File: src/rtcics_pkg.sv
// Operation
// - Enabled periodic event sets its flag bit
// - Overflow enable blocks or allows overflow interrupt
// - Week and day enables gate their interrupts
// - Hour and minute enables gate their interrupts
// - Second, half, quarter enables gate interrupts
// - Non-subclock source selects 8-bit free-running counter
// - Run bit starts and stops free-running counter
// - Seconds register reads counter in free-run mode
// - Counter overflow raises interrupt only when enabled
// - Clock-output field picks divided clock or subclock
// - Divided system clock output in active/sleep only
// - Source codes pick divider or subclock timekeeping
// - Source register bit 7 reads 0, resets 0x08
// - Run bit stops or starts counting operation
// - Flags stay set until written with zero
package rtcics_pkg;

  // ****************************************
  // Register byte offsets
  // ****************************************
  localparam logic [7:0] OFS_FIRST_CTRL = 8'h00;
  localparam logic [7:0] OFS_SECONDS = 8'h04;
  localparam logic [7:0] OFS_PERIODIC_IRQ_EN = 8'h08;
  localparam logic [7:0] OFS_CLK_SRC_SEL = 8'h0C;
  localparam logic [7:0] OFS_IRQ_FLAG = 8'h10;
  localparam logic [7:0] OFS_IRQ_MASK = 8'h14;
  localparam logic [7:0] OFS_PORT_MODE_THREE = 8'h18;

  // ****************************************
  // Field positions and reset values
  // ****************************************
  localparam int BIT_RUN = 7;
  localparam int BIT_HOUR24 = 6;
  localparam int BIT_PM = 5;
  localparam int BIT_SOFT_RST = 4;
  localparam int BIT_TIMER_CLOCK_OUTPUT_PIN = 0;
  localparam int BIT_CLK_OUT_SUBCLOCK_SEL = 4;
  // Flag / enable layout: 7 ovf, 6 week, 5 day, 4 hour, 3 min, 2 sec, 1 half, 0 quarter
  localparam int BIT_OVF = 7;
  localparam int BIT_WEEK = 6;
  localparam int BIT_DAY = 5;
  localparam int BIT_HOUR = 4;
  localparam int BIT_MIN = 3;
  localparam int BIT_SEC = 2;
  localparam int BIT_HALF = 1;
  localparam int BIT_QUARTER = 0;
  localparam logic [7:0] CLK_SRC_SEL_RST = 8'h08;
  localparam logic [7:0] CLK_SRC_SEL_RD_MASK = 8'h7F;
  localparam logic [7:0] FIRST_CTRL_RD_MASK = 8'hF0;

  // ****************************************
  // Clock source and clock output codes
  // ****************************************
  localparam logic [3:0] SRC_DIV256 = 4'h3;
  localparam logic [3:0] SRC_DIV512 = 4'h4;
  localparam logic [3:0] SRC_DIV2048 = 4'h5;
  localparam logic [3:0] SRC_DIV4096 = 4'h6;
  localparam logic [3:0] SRC_SUB_DIV4 = 4'h8;
  localparam logic [1:0] OUT_DIV4 = 2'h0;
  localparam logic [1:0] OUT_DIV8 = 2'h1;
  localparam logic [1:0] OUT_DIV16 = 2'h2;
  localparam logic [1:0] OUT_DIV32 = 2'h3;

  // ****************************************
  // Timing counts
  // ****************************************
  localparam int SUBCLK_HZ = 32768;
  localparam int QUARTER_EDGES = SUBCLK_HZ / 4;
  localparam logic [7:0] SECS_PER_MIN = 8'h3C;
  localparam logic [7:0] HOURS_PER_DAY = 8'h18;
  localparam logic [2:0] DAYS_PER_WEEK = 3'h7;

endpackage

File: src/rtcics_top.sv
// Implementation choices: the Avalon-MM interface to the registers and the placing of the registers.
`timescale 1ns/1ps
module rtcics_top #(
  parameter int SYS_DIV_W = 12
) (
  // Clock and reset
  input wire logic CLK_SYS_I,
  input wire logic RST_B_I,
  // Avalon-MM slave
  input wire logic [7:0] AVS_ADDRESS_I,
  input wire logic AVS_READ_I,
  input wire logic AVS_WRITE_I,
  input wire logic [3:0] AVS_BYTEENABLE_I,
  input wire logic [31:0] AVS_WRITEDATA_I,
  output logic [31:0] AVS_READDATA_O,
  output logic AVS_WAITREQUEST_O,
  // Subclock level and power state
  input wire logic SUBCLK_I,
  input wire logic STANDBY_I,
  // Clock output pin and interrupt
  output logic TIMER_CLOCK_OUTPUT_PIN_O,
  output logic IRQ_O
);

  // ****************************************
  // Declarations
  // ****************************************
  logic ack_q;
  logic wr_en;
  logic rd_start;
  logic [7:0] wbyte;
  // Per-register write strobes
  logic wr_first_ctrl;
  logic wr_periodic_irq_enable;
  logic wr_clock_source_select;
  logic wr_irq_flag;
  logic wr_irq_mask;
  logic wr_port_mode;
  logic [31:0] readdata_q;
  logic [7:0] first_ctrl_q;
  logic [7:0] periodic_irq_enable_q;
  logic [7:0] clock_source_select_q;
  logic [7:0] irq_flag_register_q;
  logic [7:0] irq_mask_q;
  logic port_mode_q;
  logic [SYS_DIV_W-1:0] sys_div_q;
  logic sub_prev_q;
  logic sub_rise;
  logic [14:0] sub_cnt_q;
  logic [7:0] sec_q;
  logic [7:0] min_q;
  logic [7:0] hour_q;
  logic [2:0] day_q;
  logic [7:0] frc_q;
  logic timekeeping;
  logic running;
  logic frc_tick;
  logic quarter_ev;
  logic half_ev;
  logic sec_ev;
  logic min_ev;
  logic hour_ev;
  logic day_ev;
  logic week_ev;
  logic ovf_ev;
  logic [7:0] events;
  logic [7:0] flag_set;
  logic [7:0] flag_keep;
  logic pin_q;
  logic sel_clk;

  // Tick from the free-running prescaler for a given divide ratio
  function automatic logic div_tick(input logic [3:0] code, input logic [SYS_DIV_W-1:0] cnt);
    logic t;
    t = 1'b0;
    if (code == rtcics_pkg::SRC_DIV256) begin
      t = &cnt[7:0];
    end else if (code == rtcics_pkg::SRC_DIV512) begin
      t = &cnt[8:0];
    end else if (code == rtcics_pkg::SRC_DIV2048) begin
      t = &cnt[10:0];
    end else if (code == rtcics_pkg::SRC_DIV4096) begin
      t = &cnt[11:0];
    end
    return t;
  endfunction

  // Write strobe for one register offset
  function automatic logic wr_hit(input logic en, input logic [7:0] addr,
                                  input logic [7:0] ofs);
    logic hit;
    hit = en && (addr == ofs);
    return hit;
  endfunction

  // ****************************************
  // Avalon-MM handshake
  // ****************************************

  // One wait state per access, then the access completes
  always_ff @(posedge CLK_SYS_I) begin
    if (!RST_B_I) begin
      ack_q <= 1'b0;
    end else begin
      ack_q <= (AVS_READ_I | AVS_WRITE_I) & ~ack_q;
    end
  end

  assign AVS_WAITREQUEST_O = (AVS_READ_I | AVS_WRITE_I) & ~ack_q;
  assign wr_en = AVS_WRITE_I & ack_q & AVS_BYTEENABLE_I[0];
  assign rd_start = AVS_READ_I & ~ack_q;
  assign wbyte = AVS_WRITEDATA_I[7:0];
  assign AVS_READDATA_O = readdata_q;

  // One write strobe per writable register; seconds has none
  assign wr_first_ctrl = wr_hit(wr_en, AVS_ADDRESS_I, rtcics_pkg::OFS_FIRST_CTRL);
  assign wr_periodic_irq_enable = wr_hit(wr_en, AVS_ADDRESS_I, rtcics_pkg::OFS_PERIODIC_IRQ_EN);
  assign wr_clock_source_select = wr_hit(wr_en, AVS_ADDRESS_I, rtcics_pkg::OFS_CLK_SRC_SEL);
  assign wr_irq_flag = wr_hit(wr_en, AVS_ADDRESS_I, rtcics_pkg::OFS_IRQ_FLAG);
  assign wr_irq_mask = wr_hit(wr_en, AVS_ADDRESS_I, rtcics_pkg::OFS_IRQ_MASK);
  assign wr_port_mode = wr_hit(wr_en, AVS_ADDRESS_I, rtcics_pkg::OFS_PORT_MODE_THREE);

  // Read data captured in the wait cycle, stands through the completing edge
  always_ff @(posedge CLK_SYS_I) begin
    if (!RST_B_I) begin
      readdata_q <= 32'h0000_0000;
    end else if (rd_start) begin
      readdata_q <= 32'h0000_0000;
      if (AVS_ADDRESS_I == rtcics_pkg::OFS_FIRST_CTRL) begin
        readdata_q[7:0] <= first_ctrl_q & rtcics_pkg::FIRST_CTRL_RD_MASK;
      end else if (AVS_ADDRESS_I == rtcics_pkg::OFS_SECONDS) begin
        readdata_q[7:0] <= timekeeping ? sec_q : frc_q;
      end else if (AVS_ADDRESS_I == rtcics_pkg::OFS_PERIODIC_IRQ_EN) begin
        readdata_q[7:0] <= periodic_irq_enable_q;
      end else if (AVS_ADDRESS_I == rtcics_pkg::OFS_CLK_SRC_SEL) begin
        readdata_q[7:0] <= clock_source_select_q & rtcics_pkg::CLK_SRC_SEL_RD_MASK;
      end else if (AVS_ADDRESS_I == rtcics_pkg::OFS_IRQ_FLAG) begin
        readdata_q[7:0] <= irq_flag_register_q;
      end else if (AVS_ADDRESS_I == rtcics_pkg::OFS_IRQ_MASK) begin
        readdata_q[7:0] <= irq_mask_q;
      end else if (AVS_ADDRESS_I == rtcics_pkg::OFS_PORT_MODE_THREE) begin
        readdata_q[0] <= port_mode_q;
      end
    end
  end

  // ****************************************
  // Control registers
  // ****************************************

  // First control register: run, 12/24, pm, soft reset
  always_ff @(posedge CLK_SYS_I) begin
    if (!RST_B_I) begin
      first_ctrl_q <= 8'h00;
    end else if (wr_first_ctrl) begin
      first_ctrl_q <= wbyte & rtcics_pkg::FIRST_CTRL_RD_MASK;
    end
  end

  // Periodic and overflow enables
  always_ff @(posedge CLK_SYS_I) begin
    if (!RST_B_I) begin
      periodic_irq_enable_q <= 8'h00;
    end else if (wr_periodic_irq_enable) begin
      periodic_irq_enable_q <= wbyte;
    end
  end

  // Clock source select, bit 7 kept at zero
  always_ff @(posedge CLK_SYS_I) begin
    if (!RST_B_I) begin
      clock_source_select_q <= rtcics_pkg::CLK_SRC_SEL_RST;
    end else if (wr_clock_source_select) begin
      clock_source_select_q <= wbyte & rtcics_pkg::CLK_SRC_SEL_RD_MASK;
    end
  end

  // Interrupt mask
  always_ff @(posedge CLK_SYS_I) begin
    if (!RST_B_I) begin
      irq_mask_q <= 8'h00;
    end else if (wr_irq_mask) begin
      irq_mask_q <= wbyte;
    end
  end

  // Pin output enable
  always_ff @(posedge CLK_SYS_I) begin
    if (!RST_B_I) begin
      port_mode_q <= 1'b0;
    end else if (wr_port_mode) begin
      port_mode_q <= wbyte[rtcics_pkg::BIT_TIMER_CLOCK_OUTPUT_PIN];
    end
  end

  // ****************************************
  // Mode decode and prescalers
  // ****************************************

  // Only the subclock/4 code keeps time; anything else is counter mode
  assign timekeeping = clock_source_select_q[3:0] == rtcics_pkg::SRC_SUB_DIV4;
  // Run bit gates both modes; soft reset holds both modes stopped
  assign running = first_ctrl_q[rtcics_pkg::BIT_RUN] &
                   ~first_ctrl_q[rtcics_pkg::BIT_SOFT_RST];
  // Prohibited codes give no tick, so the counter simply holds
  assign frc_tick = div_tick(clock_source_select_q[3:0], sys_div_q);

  // System clock prescaler, always running
  always_ff @(posedge CLK_SYS_I) begin
    if (!RST_B_I) begin
      sys_div_q <= '0;
    end else begin
      sys_div_q <= sys_div_q + 1'b1;
    end
  end

  // Subclock edge detector
  always_ff @(posedge CLK_SYS_I) begin
    if (!RST_B_I) begin
      sub_prev_q <= 1'b0;
    end else begin
      sub_prev_q <= SUBCLK_I;
    end
  end

  assign sub_rise = SUBCLK_I & ~sub_prev_q;

  // ****************************************
  // Timekeeping on subclock/4
  // ****************************************

  // Subclock edge count within one second
  always_ff @(posedge CLK_SYS_I) begin
    if (!RST_B_I || first_ctrl_q[rtcics_pkg::BIT_SOFT_RST]) begin
      sub_cnt_q <= 15'h0000;
    end else if (timekeeping && running && sub_rise) begin
      sub_cnt_q <= sub_cnt_q + 15'h0001;
    end
  end

  assign quarter_ev = timekeeping && running && sub_rise &&
                      (sub_cnt_q[12:0] == 13'(rtcics_pkg::QUARTER_EDGES - 1));
  assign half_ev = quarter_ev && sub_cnt_q[13];
  assign sec_ev = half_ev && sub_cnt_q[14];
  assign min_ev = sec_ev && (sec_q == rtcics_pkg::SECS_PER_MIN - 8'h01);
  assign hour_ev = min_ev && (min_q == rtcics_pkg::SECS_PER_MIN - 8'h01);
  assign day_ev = hour_ev && (hour_q == rtcics_pkg::HOURS_PER_DAY - 8'h01);
  assign week_ev = day_ev && (day_q == rtcics_pkg::DAYS_PER_WEEK - 3'h1);

  // Seconds, minutes and hours
  always_ff @(posedge CLK_SYS_I) begin
    if (!RST_B_I || first_ctrl_q[rtcics_pkg::BIT_SOFT_RST]) begin
      sec_q <= 8'h00;
      min_q <= 8'h00;
      hour_q <= 8'h00;
    end else if (sec_ev) begin
      sec_q <= min_ev ? 8'h00 : sec_q + 8'h01;
      if (min_ev) begin
        min_q <= hour_ev ? 8'h00 : min_q + 8'h01;
      end
      if (hour_ev) begin
        hour_q <= day_ev ? 8'h00 : hour_q + 8'h01;
      end
    end
  end

  // Day of week, advanced at the end of each day
  always_ff @(posedge CLK_SYS_I) begin
    if (!RST_B_I || first_ctrl_q[rtcics_pkg::BIT_SOFT_RST]) begin
      day_q <= 3'h0;
    end else if (day_ev) begin
      day_q <= week_ev ? 3'h0 : day_q + 3'h1;
    end
  end

  // ****************************************
  // Free-running counter
  // ****************************************

  // 8-bit counter on the divided system clock
  always_ff @(posedge CLK_SYS_I) begin
    if (!RST_B_I || first_ctrl_q[rtcics_pkg::BIT_SOFT_RST]) begin
      frc_q <= 8'h00;
    end else if (!timekeeping && running && frc_tick) begin
      frc_q <= frc_q + 8'h01;
    end
  end

  assign ovf_ev = !timekeeping && running && frc_tick && (frc_q == 8'hFF);

  // ****************************************
  // Interrupt flags
  // ****************************************

  assign events = {ovf_ev, week_ev, day_ev, hour_ev, min_ev, sec_ev, half_ev, quarter_ev};
  // Enabled events only reach the flags
  assign flag_set = events & periodic_irq_enable_q;

  // Zero written clears, one written keeps
  assign flag_keep = wr_irq_flag ? wbyte : 8'hFF;

  // Sticky flags; a new event wins over a clearing write
  always_ff @(posedge CLK_SYS_I) begin
    if (!RST_B_I) begin
      irq_flag_register_q <= 8'h00;
    end else begin
      irq_flag_register_q <= (irq_flag_register_q & flag_keep) | flag_set;
    end
  end

  // Single level interrupt from unmasked flags
  always_ff @(posedge CLK_SYS_I) begin
    if (!RST_B_I) begin
      IRQ_O <= 1'b0;
    end else begin
      IRQ_O <= |(irq_flag_register_q & irq_mask_q);
    end
  end

  // ****************************************
  // Clock output pin
  // ****************************************

  // Divided system clock stops in standby; subclock passes in any mode
  always_comb begin
    sel_clk = 1'b0;
    if (clock_source_select_q[rtcics_pkg::BIT_CLK_OUT_SUBCLOCK_SEL]) begin
      sel_clk = SUBCLK_I;
    end else if (!STANDBY_I) begin
      case (clock_source_select_q[6:5])
        rtcics_pkg::OUT_DIV4: sel_clk = sys_div_q[1];
        rtcics_pkg::OUT_DIV8: sel_clk = sys_div_q[2];
        rtcics_pkg::OUT_DIV16: sel_clk = sys_div_q[3];
        default: sel_clk = sys_div_q[4];
      endcase
    end
  end

  // Registered pin drive, low while the pin output is disabled
  always_ff @(posedge CLK_SYS_I) begin
    if (!RST_B_I) begin
      pin_q <= 1'b0;
    end else begin
      pin_q <= port_mode_q & sel_clk;
    end
  end

  assign TIMER_CLOCK_OUTPUT_PIN_O = pin_q;

endmodule

File: config.mk
export PLATFORM = sky130hd
export DESIGN_NAME = rtcics_top
export DESIGN_NICKNAME = d
export VERILOG_FILES = /design/src/rtcics_pkg.sv /design/src/rtcics_top.sv
export SDC_FILE = /design/constraint.sdc
export NUM_CORES = 1
export LEC_CHECK = 0
export ABC_AREA = 1
export BUFFER_PORTS_ARGS = -buffer_cell sky130_fd_sc_hd__buf_2
export CAP_MARGIN = 20
export CORE_AREA = 2 2 125 127
export CTS_BUF_LIST = sky130_fd_sc_hd__clkbuf_2
export DETAILED_ROUTE_END_ITERATION = 10
export DIE_AREA = 0 0 127 129
export RECOVER_POWER = 50
export SLEW_MARGIN = 20
export SYNTH_ARGS = -nofsm -noshare
export SYNTH_HDL_FRONTEND = slang
export SYNTH_SLANG_ARGS = --single-unit
File: constraint.sdc
create_clock -name CLK_SYS_I -period 2.25 [get_ports CLK_SYS_I]
set_input_delay 0.1125 -clock CLK_SYS_I [delete_from_list [all_inputs] [get_ports CLK_SYS_I]]
set_output_delay 0.1125 -clock CLK_SYS_I [all_outputs]
set_load 0.005 [all_outputs]
==> Word level (Yosys, flattened, before mapping) <==
Cells that the tools add are included.
{ "totals": {"ramBits": 0, "latch_bits": 0, "word_cells": 110, "reg_bits": 110, "memories": 0, "rom_bits": 0} }
{ "op_classes": {"n_bitwise": 15, "n_div": 0, "n_shift": 0, "n_addsub": 7, "order_cmp": 0, "muxes": 21, "n_reduce_logical": 30, "n_eq_ne": 19, "mul": 0} }
{ "op_table": {"columns": ["cell", "count"], "rows": [
  ["8-bit 2-to-1 mux", 10],
  ["8-bit by 1-bit adder with 8-bit output (second input constant)", 4],
  ["8-bit by 5-bit == test with 1-bit output (second input constant)", 4],
  ["8-bit AND", 3],
  ["1-bit logical AND", 18],
  ["8-bit by 4-bit == test with 1-bit output (second input constant)", 2],
  ["8-bit by 6-bit == test with 1-bit output (second input constant)", 2],
  ["15-bit by 1-bit adder with 15-bit output (second input constant)", 1],
  ["13-bit == test (second input constant)", 1],
  ["12-bit by 1-bit adder with 12-bit output (second input constant)", 1],
  ["4-bit by 3-bit == test with 1-bit output (second input constant)", 3],
  ["12-bit AND reduction", 1],
  ["11-bit AND reduction", 1],
  ["9-bit AND reduction", 1],
  ["8-bit by 3-bit == test with 1-bit output (second input constant)", 1],
  ["8-bit == test (second input constant)", 1],
  ["8-bit logical NOT", 1],
  ["1-bit 2-to-1 mux", 8],
  ["8-bit OR", 1],
  ["8-bit AND reduction", 1],
  ["8-bit OR reduction", 1],
  ["1-bit AND", 7],
  ["7-bit 2-to-1 mux", 1],
  ["4-bit by 2-bit == test with 1-bit output (second input constant)", 1],
  ["13 further kinds", 17]
]} }

==> Logic depth before layout (Yosys ltp) <==
{ "depth": {"ltp_word": 13, "depth_mapped": 14, "mapped_depth_nobuf": 14} }

==> Worst setup path before layout <==
No wires, ideal clock.
{ "synth_timing": {"path_type": "register to register", "startpoint": "reg sys_div_q[0]", "endpoint": "reg frc_q[0]", "path_buffers": 0, "arrival_ns": 1.613, "setup_slack_ns": 0.567, "setup_ns": 0.070, "path_stages_with_launch": 15, "cell_sequence": "dfxtp_1 ha_1 nand2_1 nor2_2 nand2_1 inv_2 ha_1 nand3_1 o21ai_0 nand2_1 nand2_1 nand2_2 inv_2 nand2_1 a21oi_1"} }
{ "synth_between": {"elab_chain_cells": 6, "word_cells_on_any_way": 9, "classes_between": "mux: 4; reduce/logical: 5"} }
{ "synth_lines": {"columns": ["element", "line_no", "source"], "rows": [
  ["from (decl)", "rtcics_top.sv:46", "logic [SYS_DIV_W-1:0] sys_div_q;"],
  ["from (signal assigned)", "rtcics_top.sv:213", "sys_div_q <= sys_div_q + 1'b1;"],
  ["12-bit AND reduction", "rtcics_top.sv:83", "t = &cnt[11:0];"],
  ["1-bit 2-to-1 mux", "rtcics_top.sv:82", "end else if (code == rtcics_pkg::SRC_DIV4096) begin"],
  ["1-bit 2-to-1 mux", "rtcics_top.sv:80", "end else if (code == rtcics_pkg::SRC_DIV2048) begin"],
  ["1-bit 2-to-1 mux", "rtcics_top.sv:78", "end else if (code == rtcics_pkg::SRC_DIV512) begin"],
  ["1-bit 2-to-1 mux (*)", "rtcics_top.sv:76", "if (code == rtcics_pkg::SRC_DIV256) begin"],
  ["1-bit logical AND (*)", "rtcics_top.sv:284", "end else if (!timekeeping && running && frc_tick) begin"],
  ["to (signal assigned)", "rtcics_top.sv:285", "frc_q <= frc_q + 8'h01;"],
  ["to (decl)", "rtcics_top.sv:54", "logic [7:0] frc_q;"]
]} }
Mark *: on every way between the ends. The rest lies on a longest branch, timed or not.
A chain may end at the register's enable or synchronous reset.

==> Final worst setup path <==
{ "layout_timing": {"startpoint": "in RST_B_I", "endpoint": "reg periodic_irq_enable_q[7]"} }
{ "layout_lines": {"columns": ["element", "line_no", "source"], "rows": [
  ["from (decl)", "rtcics_top.sv:8", "input wire logic RST_B_I,"],
  ["to (signal assigned)", "rtcics_top.sv:165", "periodic_irq_enable_q <= wbyte;"],
  ["to (decl)", "rtcics_top.sv:41", "logic [7:0] periodic_irq_enable_q;"]
]} }
No word-level cell between the ends.

==> results by group <==
Layout
  – Fin util: a little over two fifths
  – P&R area growth vs syn: 13.4%
  – Number of fill cells: 1,577
  – Number of diodes: 0
  – Nets: roughly 940
  – FF+latch area: 2200 um^2
  – Post-route cell area: between 6000 and 7000 um^2
  – Share of cells above drive strength 1: a little under an eighth
  – Multi-input gate area: 2960 um^2

Yosys
  – Most common cell in the synthesized netlist: nand2_1
  – Post-synth EDFFs: 0
  – YS warnings: 0
  – Top_reg_cell synth: dfxtp_1
  – Sequential fraction of the synthesis area: around two fifths
  – Gate Count Post-Synth: 811
  – Post-Synthesis Cell Area: approximately 5700 um^2
  – Ys async rst share: 0%
  – Top post-synthesis cells by area: dfxtp_1, nand2_1, a21oi_1
  – Distinct cells, synth: 43
  – Post-synth top area cell: dfxtp_1
  – Mean Syn Cell Area: 7.07 um^2
  – Share of the synthesized area in the top cell type: between 30% and 40%
  – Yosys reg bits: 110
  – Commonest cells post-synth: nand2_1, dfxtp_1, a21oi_1, inv_1, o21ai_0

STA
  – Slew @ Worst Pin: 1.68 ns
  – Post-layout minimum cycle time: 2.14 ns
  – Worst hold slack: 0.188 ns
  – Setup-failing EPs final: 0
  – Tcrit/Tclk final: 95.1%
  – Max-slew violations: 31
  – Fmax: 467 MHz
  – Fin Setup TNS: 0 ns
  – Relative slew slack: -12.2%
  – Worst Skew: 0.0510 ns
  – Unrepaired setup endpoints after global routing: false
  – Final Hold Viols: 0

Outcome
  – Status: finished, violations left
  – Failing checks: max-capacitance violations, max-slew violations

Global route
  – First-pass GRT wire length: 22,500 um
  – Vias in the first global route: ~4,600
  – Largest net degree at the start of global routing: 31
  – Grt ovf: 0
  – Initial antenna violation count: 0
  – Global Route Usage Sum: 17.0%

Worst setup path
  – Slowest cell on crit path: clkbuf_1
  – Cell Chain, Critical Path: dlygate4sd3_1 > buf_2 > inv_1 > clkbuf_1 > a21oi_1 > dlygate4sd3_1
  – Delay of the slowest cell on the worst path: 1.22 ns
  – CP Capture Type: register
  – Worst Path Class, Setup: in -> reg
  – Critical Path RT: 2.87 ns
  – Worst Setup Start Kind: primary input
  – Buffers & Inverters on Critical Path: 5
  – Cell mode on critical path: dlygate4sd3_1
  – Worst path top cell family by delay: buffers and inverters
  – Crit path DAT: approximately 2.8 ns
  – Crit Path Max Fanout: 30

Detailed routing
  – Drt pass-1 iters: 5
  – Post-route ant nets: 0
  – DRC Markers: 0
  – Post-Route WL: 13,700 um
  – Vias: between 5,000 and 6,000
  – Vias per inst: 4.83
  – WL/cell: around 13 um
  – Iter 0 DRT Violations: between 300 and 400

Floorplanning
  – # rows: 45
  – Initial core utilization: 38.3%
  – Core Region: 15,000 um^2
  – Die Ht: ~130 um
  – Die width: about 130 um
  – Num ports: 85
  – Die area: 16,400 um^2

Clocking
  – Clk buf depth: 2
  – CTS sink count: 110
  – Clock buffer count from CTS: 9
  – Setup Buffers After CTS: 0
  – Worst-path clk slew: between 0.3 and 0.4 ns
  – Worst-Skew Late Latency: 0.67 ns
  – Root buffer cell: clkbuf_2
  – CTS H-tree lvls: 3
  – CTS tree: yes

Worst hold path
  – Hold Crit Class: in -> reg

Job
  – Max-cap viol count: 1

Power and ir drop
  – Power per Cell Area: 507 nW/um^2
  – P_leak: 2.60 nW
  – Peak VDD IR: 0.313 mV

Place
  – Detailed Place HPWL: 9880 um
  – I/O Buffers: 33
  – DP Area: 6090 um^2
  – Final GP Congestion: 0.840
[layer usage]
| metal | global-route usage, % | vias up | wire (um) |
|---|---|---|---|
| met5 | 0 | - | 0 |
| li1 | - | 2768 | - |
| met1 | 24.2 | 2342 | 7020 |
| met3 | 3.78 | 6 | 569 |
| met2 | 26.5 | 83 | 6050 |
| met4 | 3.75 | 0 | 105 |
[cells in the final DEF (no fill, tap or decap), drive strengths merged, types with 2 or more instances in the layout]
cell type      n
or2            8
xor2          11
nand2        175
o21ai         64
ha             9
nor2          70
nand3b         5
a31oi          2
clkinvlp       2
dlygate4sd3   27
a21oi         99
clkbuf        15
o211ai         7
xnor2          7
buf           46
nand4         21
a221oi         2
nor3          16
bufinv         2
conb          24
a211oi         6
nand3         47
dfxtp        110
inv          104
nor4           3
[registers in the layout, summed over array words and instances (netlist names)]
register,flops
frc_q,8
sec_q,8
first_ctrl_q,4
AVS_READDATA_O,8
clock_source_select_q,7
day_q,3
sub_prev_q,1
IRQ_O,1
min_q,8
sys_div_q,12
ack_q,1
irq_flag_register_q,8
TIMER_CLOCK_OUTPUT_PIN_O,1
periodic_irq_enable_q,8
hour_q,8
irq_mask_q,8
port_mode_q,1
sub_cnt_q,15
[repair_timing]
action,in CTS,in global routing
setup endpoints to repair,0,10
hold buffers,25,2
resized for setup,0,6
hold endpoints to repair,68,2
[per-stage QoR]
step | cells | setup WS [ns] | power [mW]
finish | 1076 | 0.110 | 3.29
global placement | 1033 | 0.224 | 2.18
detailed placement | 1033 | 0.200 | 2.18
global route | 1076 | 0.0163 | 3.41
CTS | 1074 | 0.0949 | 3.33
floorplan | 834 | 0.567 | 2.13
[tightest hold or removal path, delay by kind of cell]
kind                   cells  cell delay [ns]
AO/OA/AOI/OAI              2             0.18
buffers and inverters      3             0.27
AND/OR/NAND/NOR            2             0.31
[worst paths after layout]
path,cells past startpoint,to,start,slack (ns)
max,6,periodic_irq_enable_q[7],RST_B_I,0.11
max reg2reg,8,hour_q[4],sec_q[1],0.24
min reg2reg,1,sys_div_q[0],sys_div_q[0],0.44
min,7,AVS_READDATA_O[7],AVS_ADDRESS_I[5],0.19
[area by class of cell]
class	instances	share of cell area [%]
Sequential cell	110	33.9
Timing Repair Buffer	79	8.66
Tap cell	188	3.62
Multi-Input combinational cell	581	45.6
Inverter	102	5.93
Clock inverter	7	1.60
Clock buffer	9	0.693
[report_power, final]
group | internal (mW) | switching, mW
clock network | 0.383 | 0.735
registers | 1.97 | 0.00913
logic | 0.0741 | 0.120
total | 2.43 | 0.864
[cell families after synthesis]
logic type / after synthesis / share of synthesized area [%]
and+or+nand+nor: 346 / 28.3
buffers and inverters: 143 / 11.4
other: 1 / 0.0654
xor gates and xnor gates: 18 / 2.75
DFF: 110 / 38.4
muxes: 1 / 0.175
adders and majority gates: 9 / 1.96
AOI/OAI and AO/OA: 183 / 16.9
(Power assumes the default switching activity.)
